[config.mk]
export PLATFORM = sky130hd
export DESIGN_NAME = fracn_divider_output_config_regs
export DESIGN_NICKNAME = d
export VERILOG_FILES = /design/src/fracn_divider_output_config_regs.v /design/src/pin_decode.v /design/src/seed_accum.v
export VERILOG_INCLUDE_DIRS = /design/src
export SDC_FILE = /design/constraint.sdc
export NUM_CORES = 1
export LEC_CHECK = 0
export ABC_AREA = 1
export BUFFER_PORTS_ARGS = -buffer_cell sky130_fd_sc_hd__buf_2
export CAP_MARGIN = 40
export CORE_ASPECT_RATIO = 1.5
export CORE_UTILIZATION = 25
export CTS_BUF_LIST = sky130_fd_sc_hd__clkbuf_2
export DETAILED_ROUTE_END_ITERATION = 12
export PLACE_DENSITY_LB_ADDON = 0.12
export RECOVER_POWER = 50
export SYNTH_ARGS = -nofsm -noshare
export SYNTH_HDL_FRONTEND = slang
export SYNTH_HIERARCHICAL = 1
export SYNTH_SLANG_ARGS = --single-unit
[constraint.sdc]
create_clock -name clock_i -period 3.5 [get_ports clock_i]
set_input_delay 0.175 -clock clock_i [delete_from_list [all_inputs] [get_ports clock_i]]
set_output_delay 0.175 -clock clock_i [all_outputs]
set_load 0.01 [all_outputs]
[src/fracn_cfg_map.vh]
// Register offsets, field positions, reset values for the divider/output config bank
`ifndef FRACN_CFG_MAP_VH
`define FRACN_CFG_MAP_VH
// Register indices (word addresses on the plain port)
`define ADDR_FB_DIV_HIGH      7'h22
`define ADDR_FB_DIV_LOW       7'h24
`define ADDR_SEED_EN_DLY      7'h25
`define ADDR_FRAC_DEN_HIGH    7'h26
`define ADDR_FRAC_DEN_LOW     7'h27
`define ADDR_SEED_HIGH        7'h28
`define ADDR_SEED_LOW         7'h29
`define ADDR_FRAC_NUM_HIGH    7'h2a
`define ADDR_FRAC_NUM_LOW     7'h2b
`define ADDR_OUT_PWR_MOD      7'h2c
`define ADDR_OUT_A_SRC        7'h2d
`define ADDR_OUT_B_SRC        7'h2e
`define ADDR_PIN_CFG          7'h3a
// Field positions
`define SEED_EN_BIT           15
`define DLY_SEL_LSB           8
`define OUT_A_PWR_LSB         8
`define OUT_B_PD_BIT          7
`define OUT_A_PD_BIT          6
`define MOD_RST_N_BIT         5
`define OUT_A_SRC_LSB         11
`define BOOST_LSB             9
`define PIN_IGNORE_BIT        15
`define PIN_HYST_BIT          14
`define PIN_LVL_LSB           12
`define PIN_FMT_LSB           9
// Reset values
`define RST_FB_DIV            19'h00064
`define RST_DLY_SEL           6'h02
`define RST_FRAC_DEN          32'hffffffff
`define RST_OUT_PWR           6'h1f
`define RST_SRC               2'h1
// Fixed patterns in the unused bits of the control words
`define FIX_SEED_EN_DLY       16'h0004
`define FIX_OUT_A_SRC         16'hc0c0
`define FIX_OUT_B_SRC         16'h07fc
`define FIX_PIN_CFG           16'h0001
// Modulator order codes
`define ORDER_INTEGER         3'h0
`define ORDER_MAX             3'h4
// Source select codes
`define SRC_CHAN_DIV          2'h0
`define SRC_OSC               2'h1
`define SRC_SYSREF            2'h2
`define SRC_HIZ               2'h3
`endif

[src/fracn_divider_output_config_regs.v]
// Divider, modulator and output configuration register bank
//
// The address-and-strobe port was left to the implementer.
`timescale 1ns/1ns
`include "fracn_cfg_map.vh"
module fracn_divider_output_config_regs (
  // Clock and reset
  input  wire        clock_i,
  input  wire        rst_i,
  // Register port
  input  wire [6:0]  addr_i,
  input  wire [15:0] wdata_i,
  input  wire        write_i,
  input  wire        read_i,
  output reg  [15:0] rdata_o,
  // External mode inputs
  input  wire        phase_sync_mode_i,
  input  wire        sysref_generator_enable_i,
  // Loop divider controls
  output wire [18:0] feedback_divider_o,
  output wire [5:0]  detector_delay_select_o,
  output wire [31:0] fraction_numerator_o,
  output wire [31:0] fraction_denominator_o,
  output wire        fractional_active_o,
  output wire [31:0] modulator_seed_o,
  output wire        seed_load_o,
  output wire [2:0]  modulator_order_o,
  output wire        order_reserved_o,
  output wire        modulator_hold_o,
  // Output ports
  output wire [5:0]  output_a_power_o,
  output wire [5:0]  output_b_power_o,
  output wire        output_a_enable_o,
  output wire        output_b_enable_o,
  output wire [1:0]  output_a_source_o,
  output wire [1:0]  output_b_source_o,
  output wire        output_a_hiz_o,
  output wire        output_b_hiz_o,
  output wire        source_select_fault_o,
  output wire [1:0]  output_current_boost_o,
  // Input pin configuration
  output wire        input_pins_used_o,
  output wire        sync_lvds_o,
  output wire        request_lvds_o,
  output wire        input_pins_format_invalid_o,
  output wire        input_pins_hysteresis_o,
  output wire [1:0]  input_pins_bias_level_o
);

  // Stored fields
  reg [2:0]  fb_div_high_r;          // Divider bits 18:16
  reg [15:0] fb_div_low_r;           // Divider bits 15:0
  // Seed enable and detector delay
  reg        modulator_seed_enable_r;
  reg [5:0]  detector_delay_select_r;
  // Fraction halves, joined high then low
  reg [31:0] fraction_denominator_r;
  reg [31:0] fraction_numerator_r;
  // Output power, powerdown and modulator control
  reg [5:0]  output_a_power_r;
  reg        output_b_powerdown_r;
  reg        output_a_powerdown_r;
  reg        modulator_reset_n_r;
  reg [2:0]  modulator_order_r;
  // Output sources, boost and output B power
  reg [1:0]  output_a_source_r;
  reg [1:0]  output_current_boost_r;
  reg [5:0]  output_b_power_r;
  reg [1:0]  output_b_source_r;
  // Input pin configuration fields
  reg        input_pins_disregard_r;
  reg        input_pins_hysteresis_r;
  reg [1:0]  input_pins_bias_level_r;
  reg [2:0]  input_pins_format_r;
  // Read path and accumulator result
  reg [15:0] rdata_nxt;              // Read mux result
  wire [31:0] seed_w;                // Accumulated seed

  // Per-address write strobes
  // Seed words go to the accumulator, not the field process
  wire wr_seed_hi = write_i & (addr_i == `ADDR_SEED_HIGH);
  wire wr_seed_lo = write_i & (addr_i == `ADDR_SEED_LOW);

  // Register writes
  always @(posedge clock_i or posedge rst_i) begin
    if (rst_i) begin
      // Divider, delay and fraction defaults
      {fb_div_high_r, fb_div_low_r} <= `RST_FB_DIV;
      modulator_seed_enable_r <= 1'b0;
      detector_delay_select_r <= `RST_DLY_SEL;
      fraction_denominator_r  <= `RST_FRAC_DEN;
      fraction_numerator_r    <= 32'h00000000;
      // Output power and modulator defaults
      output_a_power_r        <= `RST_OUT_PWR;
      output_b_powerdown_r    <= 1'b1;
      output_a_powerdown_r    <= 1'b0;
      modulator_reset_n_r     <= 1'b1;
      modulator_order_r       <= `ORDER_INTEGER;
      // Source, boost and output B defaults
      output_a_source_r       <= `RST_SRC;
      output_current_boost_r  <= 2'h0;
      output_b_power_r        <= `RST_OUT_PWR;
      output_b_source_r       <= `RST_SRC;
      // Input pins ignored until software enables them
      input_pins_disregard_r  <= 1'b1;
      input_pins_hysteresis_r <= 1'b0;
      input_pins_bias_level_r <= 2'h0;
      input_pins_format_r     <= 3'h0;
    end else if (write_i) begin
      // Seed and unmapped indices fall through to default
      case (addr_i)
        // Divider upper bits
        `ADDR_FB_DIV_HIGH: begin
          fb_div_high_r <= wdata_i[2:0];
        end
        // Divider lower bits
        `ADDR_FB_DIV_LOW: begin
          fb_div_low_r <= wdata_i;
        end
        // Seed enable and detector delay
        `ADDR_SEED_EN_DLY: begin
          modulator_seed_enable_r <= wdata_i[`SEED_EN_BIT];
          detector_delay_select_r <= wdata_i[`DLY_SEL_LSB +: 6];
        end
        // Upper denominator half
        `ADDR_FRAC_DEN_HIGH: begin
          fraction_denominator_r[31:16] <= wdata_i;
        end
        // Lower denominator half
        `ADDR_FRAC_DEN_LOW: begin
          fraction_denominator_r[15:0] <= wdata_i;
        end
        // Upper numerator half
        `ADDR_FRAC_NUM_HIGH: begin
          fraction_numerator_r[31:16] <= wdata_i;
        end
        // Lower numerator half
        `ADDR_FRAC_NUM_LOW: begin
          fraction_numerator_r[15:0] <= wdata_i;
        end
        // Power, powerdown and modulator control
        `ADDR_OUT_PWR_MOD: begin
          output_a_power_r     <= wdata_i[`OUT_A_PWR_LSB +: 6];
          output_b_powerdown_r <= wdata_i[`OUT_B_PD_BIT];
          output_a_powerdown_r <= wdata_i[`OUT_A_PD_BIT];
          modulator_reset_n_r  <= wdata_i[`MOD_RST_N_BIT];
          modulator_order_r    <= wdata_i[2:0];
        end
        // Output A source, boost, output B power
        `ADDR_OUT_A_SRC: begin
          output_a_source_r      <= wdata_i[`OUT_A_SRC_LSB +: 2];
          output_current_boost_r <= wdata_i[`BOOST_LSB +: 2];
          output_b_power_r       <= wdata_i[5:0];
        end
        // Output B source
        `ADDR_OUT_B_SRC: begin
          output_b_source_r <= wdata_i[1:0];
        end
        // Input pin configuration
        `ADDR_PIN_CFG: begin
          input_pins_disregard_r  <= wdata_i[`PIN_IGNORE_BIT];
          input_pins_hysteresis_r <= wdata_i[`PIN_HYST_BIT];
          input_pins_bias_level_r <= wdata_i[`PIN_LVL_LSB +: 2];
          input_pins_format_r     <= wdata_i[`PIN_FMT_LSB +: 3];
        end
        // Seed handled elsewhere; unmapped addresses change nothing
        default: begin
          input_pins_format_r <= input_pins_format_r;
        end
      endcase
    end
  end

  // Seed accumulates on writes; cleared while modulator held in reset
  // Clear beats add, so a held modulator pins the seed at zero
  // Both halves share the write data bus
  seed_accum u_seed (
    .clock_i  (clock_i),
    .rst_i    (rst_i),
    .clear_i  (~modulator_reset_n_r),
    .add_hi_i (wr_seed_hi),
    .add_lo_i (wr_seed_lo),
    .data_i   (wdata_i),
    .seed_o   (seed_w)
  );

  // Read mux; fixed pattern bits read back as stored pattern
  always @* begin
    rdata_nxt = 16'h0000;
    case (addr_i)
      // Divider upper bits, rest of the word reads zero
      `ADDR_FB_DIV_HIGH: begin
        rdata_nxt = {13'h0000, fb_div_high_r};
      end
      // Divider lower bits
      `ADDR_FB_DIV_LOW: begin
        rdata_nxt = fb_div_low_r;
      end
      // Seed enable, delay select and the fixed bit
      `ADDR_SEED_EN_DLY: begin
        rdata_nxt = {modulator_seed_enable_r, 1'b0, detector_delay_select_r, 8'h00}
                    | `FIX_SEED_EN_DLY;
      end
      // Denominator halves
      `ADDR_FRAC_DEN_HIGH: begin
        rdata_nxt = fraction_denominator_r[31:16];
      end
      `ADDR_FRAC_DEN_LOW: begin
        rdata_nxt = fraction_denominator_r[15:0];
      end
      // Accumulated seed halves, enabled or not
      `ADDR_SEED_HIGH: begin
        rdata_nxt = seed_w[31:16];
      end
      `ADDR_SEED_LOW: begin
        rdata_nxt = seed_w[15:0];
      end
      // Numerator halves as stored, not as gated
      `ADDR_FRAC_NUM_HIGH: begin
        rdata_nxt = fraction_numerator_r[31:16];
      end
      `ADDR_FRAC_NUM_LOW: begin
        rdata_nxt = fraction_numerator_r[15:0];
      end
      // Power, powerdown and modulator control
      `ADDR_OUT_PWR_MOD: begin
        rdata_nxt = {2'h0, output_a_power_r, output_b_powerdown_r,
                     output_a_powerdown_r, modulator_reset_n_r,
                     2'h0, modulator_order_r};
      end
      // Output A source, boost and output B power
      `ADDR_OUT_A_SRC: begin
        rdata_nxt = {3'h0, output_a_source_r, output_current_boost_r,
                     3'h0, output_b_power_r} | `FIX_OUT_A_SRC;
      end
      // Output B source under its fixed ones
      `ADDR_OUT_B_SRC: begin
        rdata_nxt = {14'h0000, output_b_source_r} | `FIX_OUT_B_SRC;
      end
      // Input pin configuration
      `ADDR_PIN_CFG: begin
        rdata_nxt = {input_pins_disregard_r, input_pins_hysteresis_r,
                     input_pins_bias_level_r, input_pins_format_r,
                     9'h000} | `FIX_PIN_CFG;
      end
      // Unmapped reads return zero
      default: begin
        rdata_nxt = 16'h0000;
      end
    endcase
  end

  // Read data registered, stands one cycle after the strobe
  always @(posedge clock_i or posedge rst_i) begin
    if (rst_i) begin
      rdata_o <= 16'h0000;
    end else if (read_i) begin
      // Capture the mux on a read strobe
      rdata_o <= rdata_nxt;
    end else begin
      // Zero whenever no read was taken
      rdata_o <= 16'h0000;
    end
  end

  // Loop divider outputs
  // Divider joins upper and lower words
  assign feedback_divider_o      = {fb_div_high_r, fb_div_low_r};
  // Delay select is software's to match the divider
  assign detector_delay_select_o = detector_delay_select_r;
  // Hold follows the active-low modulator reset bit
  assign modulator_hold_o        = ~modulator_reset_n_r;
  // Codes above four are reserved
  assign order_reserved_o        = modulator_order_r > `ORDER_MAX;
  // Fractional path only with a valid nonzero order and no hold
  assign fractional_active_o     = modulator_reset_n_r & ~order_reserved_o
                                   & (modulator_order_r != `ORDER_INTEGER);
  // Order shown only while the fractional path runs
  assign modulator_order_o       = fractional_active_o ? modulator_order_r
                                                       : `ORDER_INTEGER;
  // Numerator forced to zero when not active
  assign fraction_numerator_o    = fractional_active_o ? fraction_numerator_r
                                                       : 32'h00000000;
  // Denominator passes through unchanged
  assign fraction_denominator_o  = fraction_denominator_r;
  // Seed reaches the modulator only when enabled
  assign modulator_seed_o        = modulator_seed_enable_r ? seed_w : 32'h00000000;
  // Load only for a running fractional path
  assign seed_load_o             = modulator_seed_enable_r & fractional_active_o;

  // Output drive controls
  // Power codes pass through as stored
  assign output_a_power_o        = output_a_power_r;
  assign output_b_power_o        = output_b_power_r;
  // Code 3 floats the port
  assign output_a_hiz_o          = output_a_source_r == `SRC_HIZ;
  assign output_b_hiz_o          = output_b_source_r == `SRC_HIZ;
  // Output A off for powerdown, reserved or floating code
  assign output_a_enable_o       = ~output_a_powerdown_r & ~output_a_hiz_o
                                   & (output_a_source_r != `SRC_SYSREF);
  // Output B has no reserved code
  assign output_b_enable_o       = ~output_b_powerdown_r & ~output_b_hiz_o;
  // Source codes as stored
  assign output_a_source_o       = output_a_source_r;
  assign output_b_source_o       = output_b_source_r;
  // Flags reserved A code, or sysref chosen without generator enabled
  assign source_select_fault_o   = (output_a_source_r == `SRC_SYSREF)
                                   | ((output_b_source_r == `SRC_SYSREF)
                                      & ~sysref_generator_enable_i);
  // Boost code, zero gives the most boost
  assign output_current_boost_o  = output_current_boost_r;

  // Input pin configuration decode
  pin_decode u_pins (
    .disregard_i       (input_pins_disregard_r),
    .phase_sync_mode_i (phase_sync_mode_i),
    .format_i          (input_pins_format_r),
    .pins_used_o       (input_pins_used_o),
    .sync_lvds_o       (sync_lvds_o),
    .request_lvds_o    (request_lvds_o),
    .format_invalid_o  (input_pins_format_invalid_o)
  );
  // Hysteresis and bias level pass straight through
  assign input_pins_hysteresis_o = input_pins_hysteresis_r;
  assign input_pins_bias_level_o = input_pins_bias_level_r;

endmodule

[src/pin_decode.v]
// Decoder for the sync and sysref request pin configuration
`timescale 1ns/1ns
module pin_decode (
  // Configuration
  input  wire       disregard_i,
  input  wire       phase_sync_mode_i,
  input  wire [2:0] format_i,
  // Decoded controls
  output wire       pins_used_o,
  output wire       sync_lvds_o,
  output wire       request_lvds_o,
  output wire       format_invalid_o
);

  // Pins only used when not disregarded and phase sync mode on
  assign pins_used_o      = ~disregard_i & phase_sync_mode_i;
  // Bit 0 of format selects LVDS sync, bit 1 request pin
  assign format_invalid_o = format_i[2];
  assign sync_lvds_o      = ~format_i[2] & format_i[0];
  assign request_lvds_o   = ~format_i[2] & format_i[1];

endmodule

[src/seed_accum.v]
// Accumulating 32-bit modulator seed register
`timescale 1ns/1ns
module seed_accum (
  // Clock and reset
  input  wire        clock_i,
  input  wire        rst_i,
  // Write controls
  input  wire        clear_i,   // Modulator reset clears seed
  input  wire        add_hi_i,  // Add into upper half
  input  wire        add_lo_i,  // Add into lower half
  input  wire [15:0] data_i,
  // Accumulated seed
  output reg  [31:0] seed_o
);

  // Adds each write rather than replacing; clear has priority
  always @(posedge clock_i or posedge rst_i) begin
    if (rst_i) begin
      seed_o <= 32'h00000000;
    end else if (clear_i) begin
      seed_o <= 32'h00000000;
    end else if (add_hi_i) begin
      seed_o <= seed_o + {data_i, 16'h0000};
    end else if (add_lo_i) begin
      seed_o <= seed_o + {16'h0000, data_i};
    end
  end

endmodule
; ---- After elaboration in Yosys (flattened, before gate mapping)
; Cells that the tools add are included.
[classes]
add_sub_neg = 2
n_lt_le_gt_ge = 1
eq_ne = 19
mux = 8
bitwise = 22
reduce_logical = 12
[op_table]
columns = op, count
row1 = $pmux W16 S13, 1
row2 = $mux W32, 5
row3 = $eq A7 B6 Y1 const B, 13
row4 = $add A32 B16 Y32, 1
row5 = $add A32 B32 Y32, 1
row6 = $reduce_and A2 Y1, 11
row7 = $mux W16, 1
row8 = $and A1 B1 Y1, 12
row9 = $not A1 Y1, 9
row10 = $eq A2 B2 Y1 const B, 4
row11 = $gt A3 B3 Y1 const B, 1
row12 = $mux W3, 1
row13 = $ne A3 B1 Y1 const B, 1
row14 = $reduce_bool A3 Y1, 1
row15 = $ne A2 B2 Y1 const B, 1
row16 = $or A1 B1 Y1, 1
[word_totals]
register_bits = 169
input_bits = 29
out_inout_bits = 174
wordCells = 87

; ---- Depth between registers and ports, before layout
; Gate-level depths: netlist (run 1).
[logic_depth]
ltp_word = 5
ltp_mapped = 15
mapped_depth_nobuf = 15

; ---- By module
; The synthesis (run 1) kept the hierarchy.
[modules_own_cells]
columns = mod, instances, cells_per_inst, area_each_um2, seq_area_each_um2
row1 = fracn_divider_output_config_regs, 1, 978, 7268.2, 3492.1
row2 = seed_accum, 1, 654, 3837.4, 800.8
row3 = pin_decode, 1, 7, 30.0, 0.0

; ---- Worst setup path after synthesis (run 1)
; No wires, ideal clock.
[synth_path]
path_kind = flip-flop to flip-flop
from = register u_seed.seed_o[0]
to = register u_seed.seed_o[24]
setup_time_ns = 0.116
arrival_ns = 1.772
required_time_ns = 3.384
setup_slack_ns = 1.612
path_stages_with_launch = 16
n_path_buf = 0
synth_period_minus_slack_ns = 1.888
path_cell_list = dfrtp_1 -> ha_1 -> inv_1 -> fa_1 -> inv_1 -> nand3_1 -> inv_1 -> nor2_1 -> o21bai_2 -> nand2_1 -> nand2_2 -> nand2_1 -> nand2_1 -> nand3_1 -> nand2_1 -> nand2_1
[synth_via]
elab_chain_len = 4
elab_cells_between_ends = 5
cone_classes = add/sub (2) / mux (3)
[synth_lines]
columns = item, line_no
row1 = start: declaration, seed_accum.v:13  ; output reg [31:0] seed_o
row2 = start signal: assignment, seed_accum.v:23  ; seed_o <= seed_o + {data_i, 16'h0000};
row3 = start signal: assignment, seed_accum.v:25  ; seed_o <= seed_o + {16'h0000, data_i};
row4 = $add A32 B16 Y32, seed_accum.v:25
row5 = $mux W32, seed_accum.v:24  ; end else if (add_lo_i) begin
row6 = $mux W32 *, seed_accum.v:22  ; end else if (add_hi_i) begin
row7 = $mux W32 *, seed_accum.v:20  ; end else if (clear_i) begin
; Mark *: on every way between the ends. The rest lies on a longest branch, timed or not. The select of a mux whose other input is x is not followed.
; A chain may end at the register's enable or synchronous reset.

; ---- Worst setup path after layout (run 1)
[layout_path]
from = input addr_i[4]
to = register input_pins_bias_level_r[0] (netlist: input_pins_bias_level_o[0])
[layout_via]
elab_chain_len = 2
[layout_lines]
columns = item, line_no
row1 = start: declaration, fracn_divider_output_config_regs.v:11  ; input wire [6:0] addr_i,
row2 = $eq A7 B6 Y1, fracn_divider_output_config_regs.v:111  ; case (addr_i)
row3 = $reduce_and A2 Y1 (no line), n/a
row4 = end signal: assignment, fracn_divider_output_config_regs.v:163  ; input_pins_bias_level_r <= wdata_i[`PIN_LVL_LSB +: 2];
row5 = end: declaration, fracn_divider_output_config_regs.v:73  ; reg [1:0] input_pins_bias_level_r;
; No other way between the ends.

==> results.py, run 1 <==
metrics = {
    "outcome": {
        "outcome": "complete, but fails checks",
        "failed_checks": "max-capacitance violations, max-slew violations",
    },
    "pwr": {
        "pwr-share-seq_pct": 54.8,
        "combPwrFrac_pct": 16.0,
        "switching_share_pct": 32.1,
        "p_leak_uw": 0.00723,
        "powerDensity_nw_per_um2": 314,
        "p_int_uw": 2810,
        "switchingPower_uw": 1330,
        "p_total_uw": 4140,
        "ir_worst_vdd_v": 0.000172,
        "p_clk_share_pct": 29.3,
    },
    "place": {
        "gp_congestion": 0.920,
        "dp_hpwl_mm": 41.0,
        "io_buffers": 202,
    },
    "run": {
        "cap_violations": 1,
    },
    "global_route": {
        "overflow": 0,
        "grtUsageTotal_pct": 23.1,
        "grt_max_degree": 80,
        "grt_pass1_vias": 11500,
        "grt_pass1_wl_mm": 76.1,
        "antenna_found_initial": 1,
    },
    "logic_synthesis": {
        "synth_enable_flop_cells": 0,
        "netlist_area_um2": 11100,
        "synth_flop_cell": "dfrtp_1",
        "synth_area_leaders": "dfrtp_1, nand2_1, dfstp_2",
        "yosys_warnings": 6,
        "syn-num-nets": 1701,
        "synth_top_area_cell": "dfrtp_1",
        "syn_area_per_cell_um2": 6.79,
        "ys_async_sr_fraction_pct": 100,
        "ys_ff_latch": 169,
        "syn_inst": 1639,
        "yosysSeqAreaShare_pct": 38.6,
        "synth_top_area_share_pct": 26.5,
        "synth_cell_types": 45,
    },
    "timing": {
        "skew_ns": 0.0256,
        "hold_viol": 0,
        "fin_crit_sh_pct": 86.2,
        "relSlewSlack_pct": -23.2,
        "rsz0062_at_grt": "false",
        "final.min_clock_period_ns": 3.02,
        "slew_violations": 31,
        "fmax_mhz": 331,
        "fin_setup_tns_ns": 0,
        "worstMarginPinSlew_ns": 1.85,
        "setup-violations-final": 0,
    },
    "floorplanning": {
        "io_pins": 203,
        "die_width_um": 174,
        "die_area_um2": 45400,
        "fp.dieH_um": 260,
        "coreArea_um2": 43900,
        "rows": 94,
        "start_util_pct": 25.4,
    },
    "cells_and_area": {
        "multi_input_comb_area_um2": 5530,
        "drive_gt1_share_pct": 17.2,
        "fillers": 4987,
        "seq_area_um2": 4290,
        "fin_nets": 1918,
        "synthToLayoutAreaGrowth_pct": 18.4,
    },
    "cts": {
        "clock_sinks": 169,
        "htreeDepth": 4,
        "cts_tree": "built",
        "cts_root_buf": "clkbuf_2",
        "clkSlewWorstSetupHoldPaths_ns": 0.23,
        "postCtsSetupBuffers": 0,
        "cts_buffers": 17,
        "cts_hold_buffers": 34,
        "cts_buffer_depth": 2,
        "clk_latency_ns": 0.83,
        "cts.repair.resized": 0,
    },
    "routing": {
        "drtPass1Iterations": 5,
        "drt-initial-drc-count": 823,
        "wire_per_inst_um": 21.3,
        "drc": 0,
        "routed_wl_mm": 52.2,
        "antenna_left": 0,
        "vias": 11700,
        "vias_per_cell": 4.79,
    },
    "worst_setup_path": {
        "critPathRequiredTime_ns": 4.27,
        "crit_path_start_kind": "input pin",
        "cp_max_fo": 14,
        "worst-setup-path-type": "input pin to flop",
        "crit_path_end_kind": "flop",
        "worst_ep_arrival_time_ns": 3.78,
    },
    "hold_path": {
        "hp-class": "input pin to flop",
    },
}
==> metal layers <==
metal	up-vias	wire (um)	global-route usage, %	part of all wire (%)
li1	5660	-	-	-
met1	5633	20200	25.3	39
met2	355	27900	44.2	53
met3	64	1790	2.17	3.4
met4	0	2330	11.2	4.5
met5	-	0	0	0
==> critical path: stages <==
cell	delay, ns
dlygate4sd3_1	0.53
clkbuf_1	0.16
inv_1	0.07
nor2_1	0.46
nand2_2	0.25
nor2_1	0.77
nand2_1	0.11
dlygate4sd3_1	0.61
o21ai_0	0.07
dlygate4sd3_1	0.56
==> flip-flops by register name (all words and copies together) (netlist names), 6 cells and up <==
signal	cells
output_a_power_o	6
output_b_power_o	6
fraction_numerator_r	32
detector_delay_select_o	6
u_seed/seed_o	32
fb_div_low_r	16
fraction_denominator_o	32
rdata_o	16
==> per-stage QoR <==
| stage | hold WS (ns) | cells | instance area, um^2 | worst slack, ns | utilization [%] |
|---|---|---|---|---|---|
| after detailed placement | 0.173 | 2379 | 12800 | 1.04 | 29.1 |
| final | 0.0794 | 2446 | 13200 | 0.483 | 30.1 |
| after floorplan | 0.279 | 1639 | 11100 | 1.61 | - |
| after global routing | 0.0688 | 2446 | 13200 | 0.274 | 30.1 |
| after CTS | 0.0301 | 2445 | 13400 | 0.527 | 30.5 |
| after global placement | 0.449 | 2376 | 12700 | 1.02 | 29.0 |
==> cell type report <==
| class | instances | area share, % |
|---|---|---|
| Multi-Input combinational cell | 1175 | 42.0 |
| Clock inverter | 10 | 1.15 |
| Inverter | 233 | 6.64 |
| Clock buffer | 22 | 0.835 |
| Timing Repair Buffer | 260 | 11.4 |
| Antenna cell | 1 | 0.0190 |
| Sequential cell | 169 | 32.6 |
| Tap cell | 576 | 5.47 |
==> path summary, 6_finish.rpt <==
| kind | startpoint | endpoint | slack, ns | cells after the start |
|---|---|---|---|---|
| min in group asynchronous | rst_i | rdata_o[14] | 0.44 | 4 |
| min | addr_i[5] | rdata_o[1] | 0.08 | 7 |
| max reg2reg | u_seed/seed_o[8] | u_seed/seed_o[17] | 0.93 | 10 |
| max | addr_i[4] | input_pins_bias_level_o[0] | 0.48 | 10 |
| max in group asynchronous | rst_i | fraction_denominator_o[19] | 0.65 | 6 |
| min reg2reg | modulator_reset_n_r | modulator_reset_n_r | 0.51 | 2 |
==> power by group through the flow <==
stage,clock network (uW),registers [uW],logic (uW)
floorplan,0,2270,334
global placement,0,2300,644
detailed placement,0,2300,657
CTS,1270,2270,691
global route,1320,2280,736
finish,1210,2260,660
==> cells by family (layout without fill, tap and decap cells) <==
group	count (synthesis)	in the layout	share of synthesized area, %
flops	169	169	38.6
fa+ha+maj	33	33	3.84
xor+xnor	4	4	0.315
other cells	0	1	0
compound gates	236	236	11.0
simple gates	902	902	35.2
buf+inv	295	525	11.1
==> layout by cell type, fill, tap and decap left out, types with 3 or more instances in the layout <==
master	instances
nand3_2	4
nor2_1	160
bufinv_16	4
clkinv_2	3
and2_1	3
nor2_2	3
and3_1	3
clkbuf_1	19
nand3_1	218
xnor2_1	3
dlygate4sd3_1	34
nand3b_1	6
inv_1	227
nor2_4	3
ha_1	31
nand2_1	474
dfrtp_1	118
clkbuf_2	24
buf_2	189
inv_2	5
a21oi_1	45
nand2_2	8
nor3_1	5
o21a_1	5
buf_4	15
o21ai_0	165
o21ai_1	10
nand4_1	5
dfstp_2	51
==> cell usage after synthesis (6+ instances only) <==
| library cell | number |
|---|---|
| a21oi_1 | 45 |
| buf_2 | 22 |
| buf_4 | 14 |
| buf_6 | 6 |
| clkbuf_1 | 19 |
| dfrtp_1 | 118 |
| dfstp_2 | 51 |
| ha_1 | 31 |
| inv_1 | 226 |
| inv_2 | 7 |
| nand2_1 | 473 |
| nand2_2 | 8 |
| nand3_1 | 214 |
| nand3_2 | 8 |
| nand3b_1 | 6 |
| nor2_1 | 155 |
| nor2_4 | 6 |
| o21ai_0 | 140 |
| o21ai_1 | 35 |
Note: power is estimated with default switching activity, not from simulation.
==> run 2: changes to the inputs <==
- ABC_AREA: 1 -> not set
- CAP_MARGIN: 40 -> not set
==> run 2 against run 1 <==
Net effect:
- the run still ends with max-capacitance violations, max-slew violations left
- wire length fell by 18%
- final cell count fell by 29%
- sequential power fell by 2%
- global-route usage fell by 2.5 points
- worst setup slack got worse by 0.24 ns
- design area fell by 6.2%
- synthesized cell count fell by 41%
- sequential share of layout area rose by 2.1 points
- synthesized area fell by 7.8%
- flip-flop and latch count did not move
- critical endpoint is now rdata_o[9]
- largest cell class unchanged
- largest power group unchanged
==> results.py, run 2 <==
metrics = {
    "floorplanning": {
        "coreArea_um2": 40300,
        "rows": 90,
        "fp.dieH_um": 250,
        "io_pins": 203,
        "start_util_pct": 25.5,
        "die_area_um2": 41900,
        "die_width_um": 167,
    },
    "routing": {
        "drt-initial-drc-count": 500,
        "wire_per_inst_um": 24.8,
        "drc": 0,
        "drtPass1Iterations": 5,
        "vias": 8735,
        "antenna_left": 0,
        "routed_wl_mm": 42.9,
        "vias_per_cell": 5.06,
    },
    "global_route": {
        "grt_max_degree": 97,
        "overflow": 0,
        "antenna_found_initial": 1,
        "grtUsageTotal_pct": 20.6,
        "grt_pass1_wl_mm": 62.5,
        "grt_pass1_vias": 9130,
    },
    "worst_setup_path": {
        "cp_max_fo": 25,
        "worst_ep_arrival_time_ns": 4.05,
        "worst-setup-path-type": "input pin to flop",
        "slowest_stage": "clkbuf_1",
        "critPathRequiredTime_ns": 4.30,
        "crit_top_cell": "dlygate4sd3_1",
        "cp_cell_sequence": "dlygate4sd3_1 -> clkbuf_1 -> nand2b_1 -> a21oi_1 -> o211ai_1 -> dlygate4sd3_1 -> buf_4 -> a31oi_1 -> dlygate4sd3_1",
        "crit_path_end_kind": "flop",
        "cp_slowest_stage_delay_ns": 0.98,
        "crit_path_start_kind": "input pin",
    },
    "cells_and_area": {
        "mostFrequentLayoutCell": "buf_2",
        "final_cell_mix": "buf_2, mux2_2, dfrtp_1",
        "finalNonFillerCells": 1727,
        "drive_gt1_share_pct": 32.1,
        "fin_nets": 1268,
        "fillers": 4288,
        "utilization_pct": 30.7,
        "synthToLayoutAreaGrowth_pct": 20.6,
    },
    "place": {
        "place_inst": 1660,
        "io_buffers": 202,
        "gp_congestion": 0.834,
        "dp_hpwl_mm": 32.0,
    },
    "timing": {
        "fin_setup_tns_ns": 0,
        "slew_violations": 33,
        "hold_viol": 0,
        "fin_crit_sh_pct": 92.9,
        "rsz0062_at_grt": "false",
        "relSlewSlack_pct": -31.9,
        "worstMarginPinSlew_ns": 1.98,
        "setup-violations-final": 0,
        "final.min_clock_period_ns": 3.25,
        "skew_ns": 0.0434,
        "fmax_mhz": 307,
    },
    "run": {
        "cap_violations": 1,
    },
    "logic_synthesis": {
        "yosysSeqAreaShare_pct": 41.8,
        "ys_ff_latch": 169,
        "synth_enable_flop_cells": 0,
        "synth_area_leaders": "dfrtp_1, dfstp_2, mux2_2",
        "yosys_warnings": 6,
        "yosysMostFrequentCell": "mux2_2",
        "ys_async_sr_fraction_pct": 100,
        "synth_top_area_share_pct": 28.8,
        "syn_area_per_cell_um2": 10.6,
        "netlist_area_um2": 10300,
        "syn_inst": 971,
        "synth_cell_types": 84,
        "syn-num-nets": 1033,
        "synthTopCellsByCount": "mux2_2, dfrtp_1, and2_1",
        "synth_flop_cell": "dfrtp_1",
        "synth_top_area_cell": "dfrtp_1",
    },
    "cts": {
        "cts_buffers": 17,
        "clk_latency_ns": 0.84,
        "cts_tree": "built",
        "clock_sinks": 169,
        "htreeDepth": 4,
        "clkSlewWorstSetupHoldPaths_ns": 0.26,
        "cts_buffer_depth": 2,
        "cts.repair.resized": 0,
        "cts_root_buf": "clkbuf_2",
        "cts_hold_buffers": 33,
        "postCtsSetupBuffers": 0,
    },
    "outcome": {
        "outcome": "complete, but fails checks",
        "failed_checks": "max-capacitance violations, max-slew violations",
    },
    "pwr": {
        "powerDensity_nw_per_um2": 321,
        "p_leak_uw": 0.00575,
        "ir_worst_vdd_v": 0.000144,
    },
    "hold_path": {
        "hp-class": "input pin to flop",
    },
}
[run 2: cell count changes after synthesis, sizes merged, moves of 128 or more]
cell   change
nand2    -408
nor2     -128
inv      -218
o21ai    -130
mux2     +132
nand3    -196
[run 2: power by group]
group          switching [uW]  internal [uW]
sequential                116           2100
combinational             404            274
clock                     758            319
total                    1280           2690
[run 2: through the flow]
stage | total power, uW | area (um^2) | setup WS (ns) | hold WS [ns]
after floorplan | 2590 | 10300 | 1.12 | 0.291
after global placement | 2930 | 11900 | 0.689 | 0.352
after detailed placement | 2930 | 11900 | 0.642 | 0.351
after CTS | 4070 | 12500 | 0.450 | 0.00608
after global routing | 4160 | 12400 | 0.207 | 0.0571
final | 3970 | 12400 | 0.247 | 0.109
[run 2: worst paths after layout]
path	depth (start not counted)	slack (ns)	endpoint	from
hold reg to reg	1	0.54	fraction_numerator_r[9]	fraction_numerator_r[9]
hold / removal	5	0.11	rdata_o[14]	addr_i[4]
min in group asynchronous	4	0.76	fraction_numerator_r[8]	rst_i
setup / recovery	9	0.25	rdata_o[9]	addr_i[3]
setup reg to reg	10	0.72	u_seed/seed_o[30]	u_seed/seed_o[16]
max in group asynchronous	5	0.63	fb_div_low_r[3]	rst_i
[run 2: final cells by class]
class | instances | area [um^2] | area share (%)
well taps | 506 | 633 | 5.12
diodes | 2 | 5.00 | 0.0404
flip-flops and latches | 169 | 4290 | 34.7
repair buffers | 269 | 1530 | 12.3
inverters | 15 | 57.6 | 0.465
clock buffers | 18 | 90.1 | 0.728
multi-input cells | 734 | 5640 | 45.6
clock inverters | 14 | 133 | 1.07
[run 2: critical path: cells and delay by family]
family	cells	cell delay, ns
AOI/OAI and AO/OA	3	0.50
buffers and inverters	5	2.86
and+or+nand+nor	1	0.50
[run 2: cell families after synthesis]
group | count (synthesis) | share of synthesized area (%)
AND/OR/NAND/NOR | 298 | 15.9
AO/OA/AOI/OAI | 211 | 13.7
flip-flops | 169 | 41.8
multiplexers | 156 | 18.0
buffers and inverters | 68 | 3.34
XOR/XNOR | 36 | 3.07
adder cells (fa/ha/maj) | 33 | 4.17
[run 2: layer usage]
layer | GRT usage [%] | share of wire, % | wire, um | vias up
met1 | 24.2 | 41 | 17400 | 4450
met5 | 0 | 0 | 0 | -
li1 | - | - | - | 3994
met4 | 8.26 | 3.5 | 1480 | 0
met3 | 2.58 | 2.9 | 1260 | 61
met2 | 37.7 | 53 | 22700 | 230
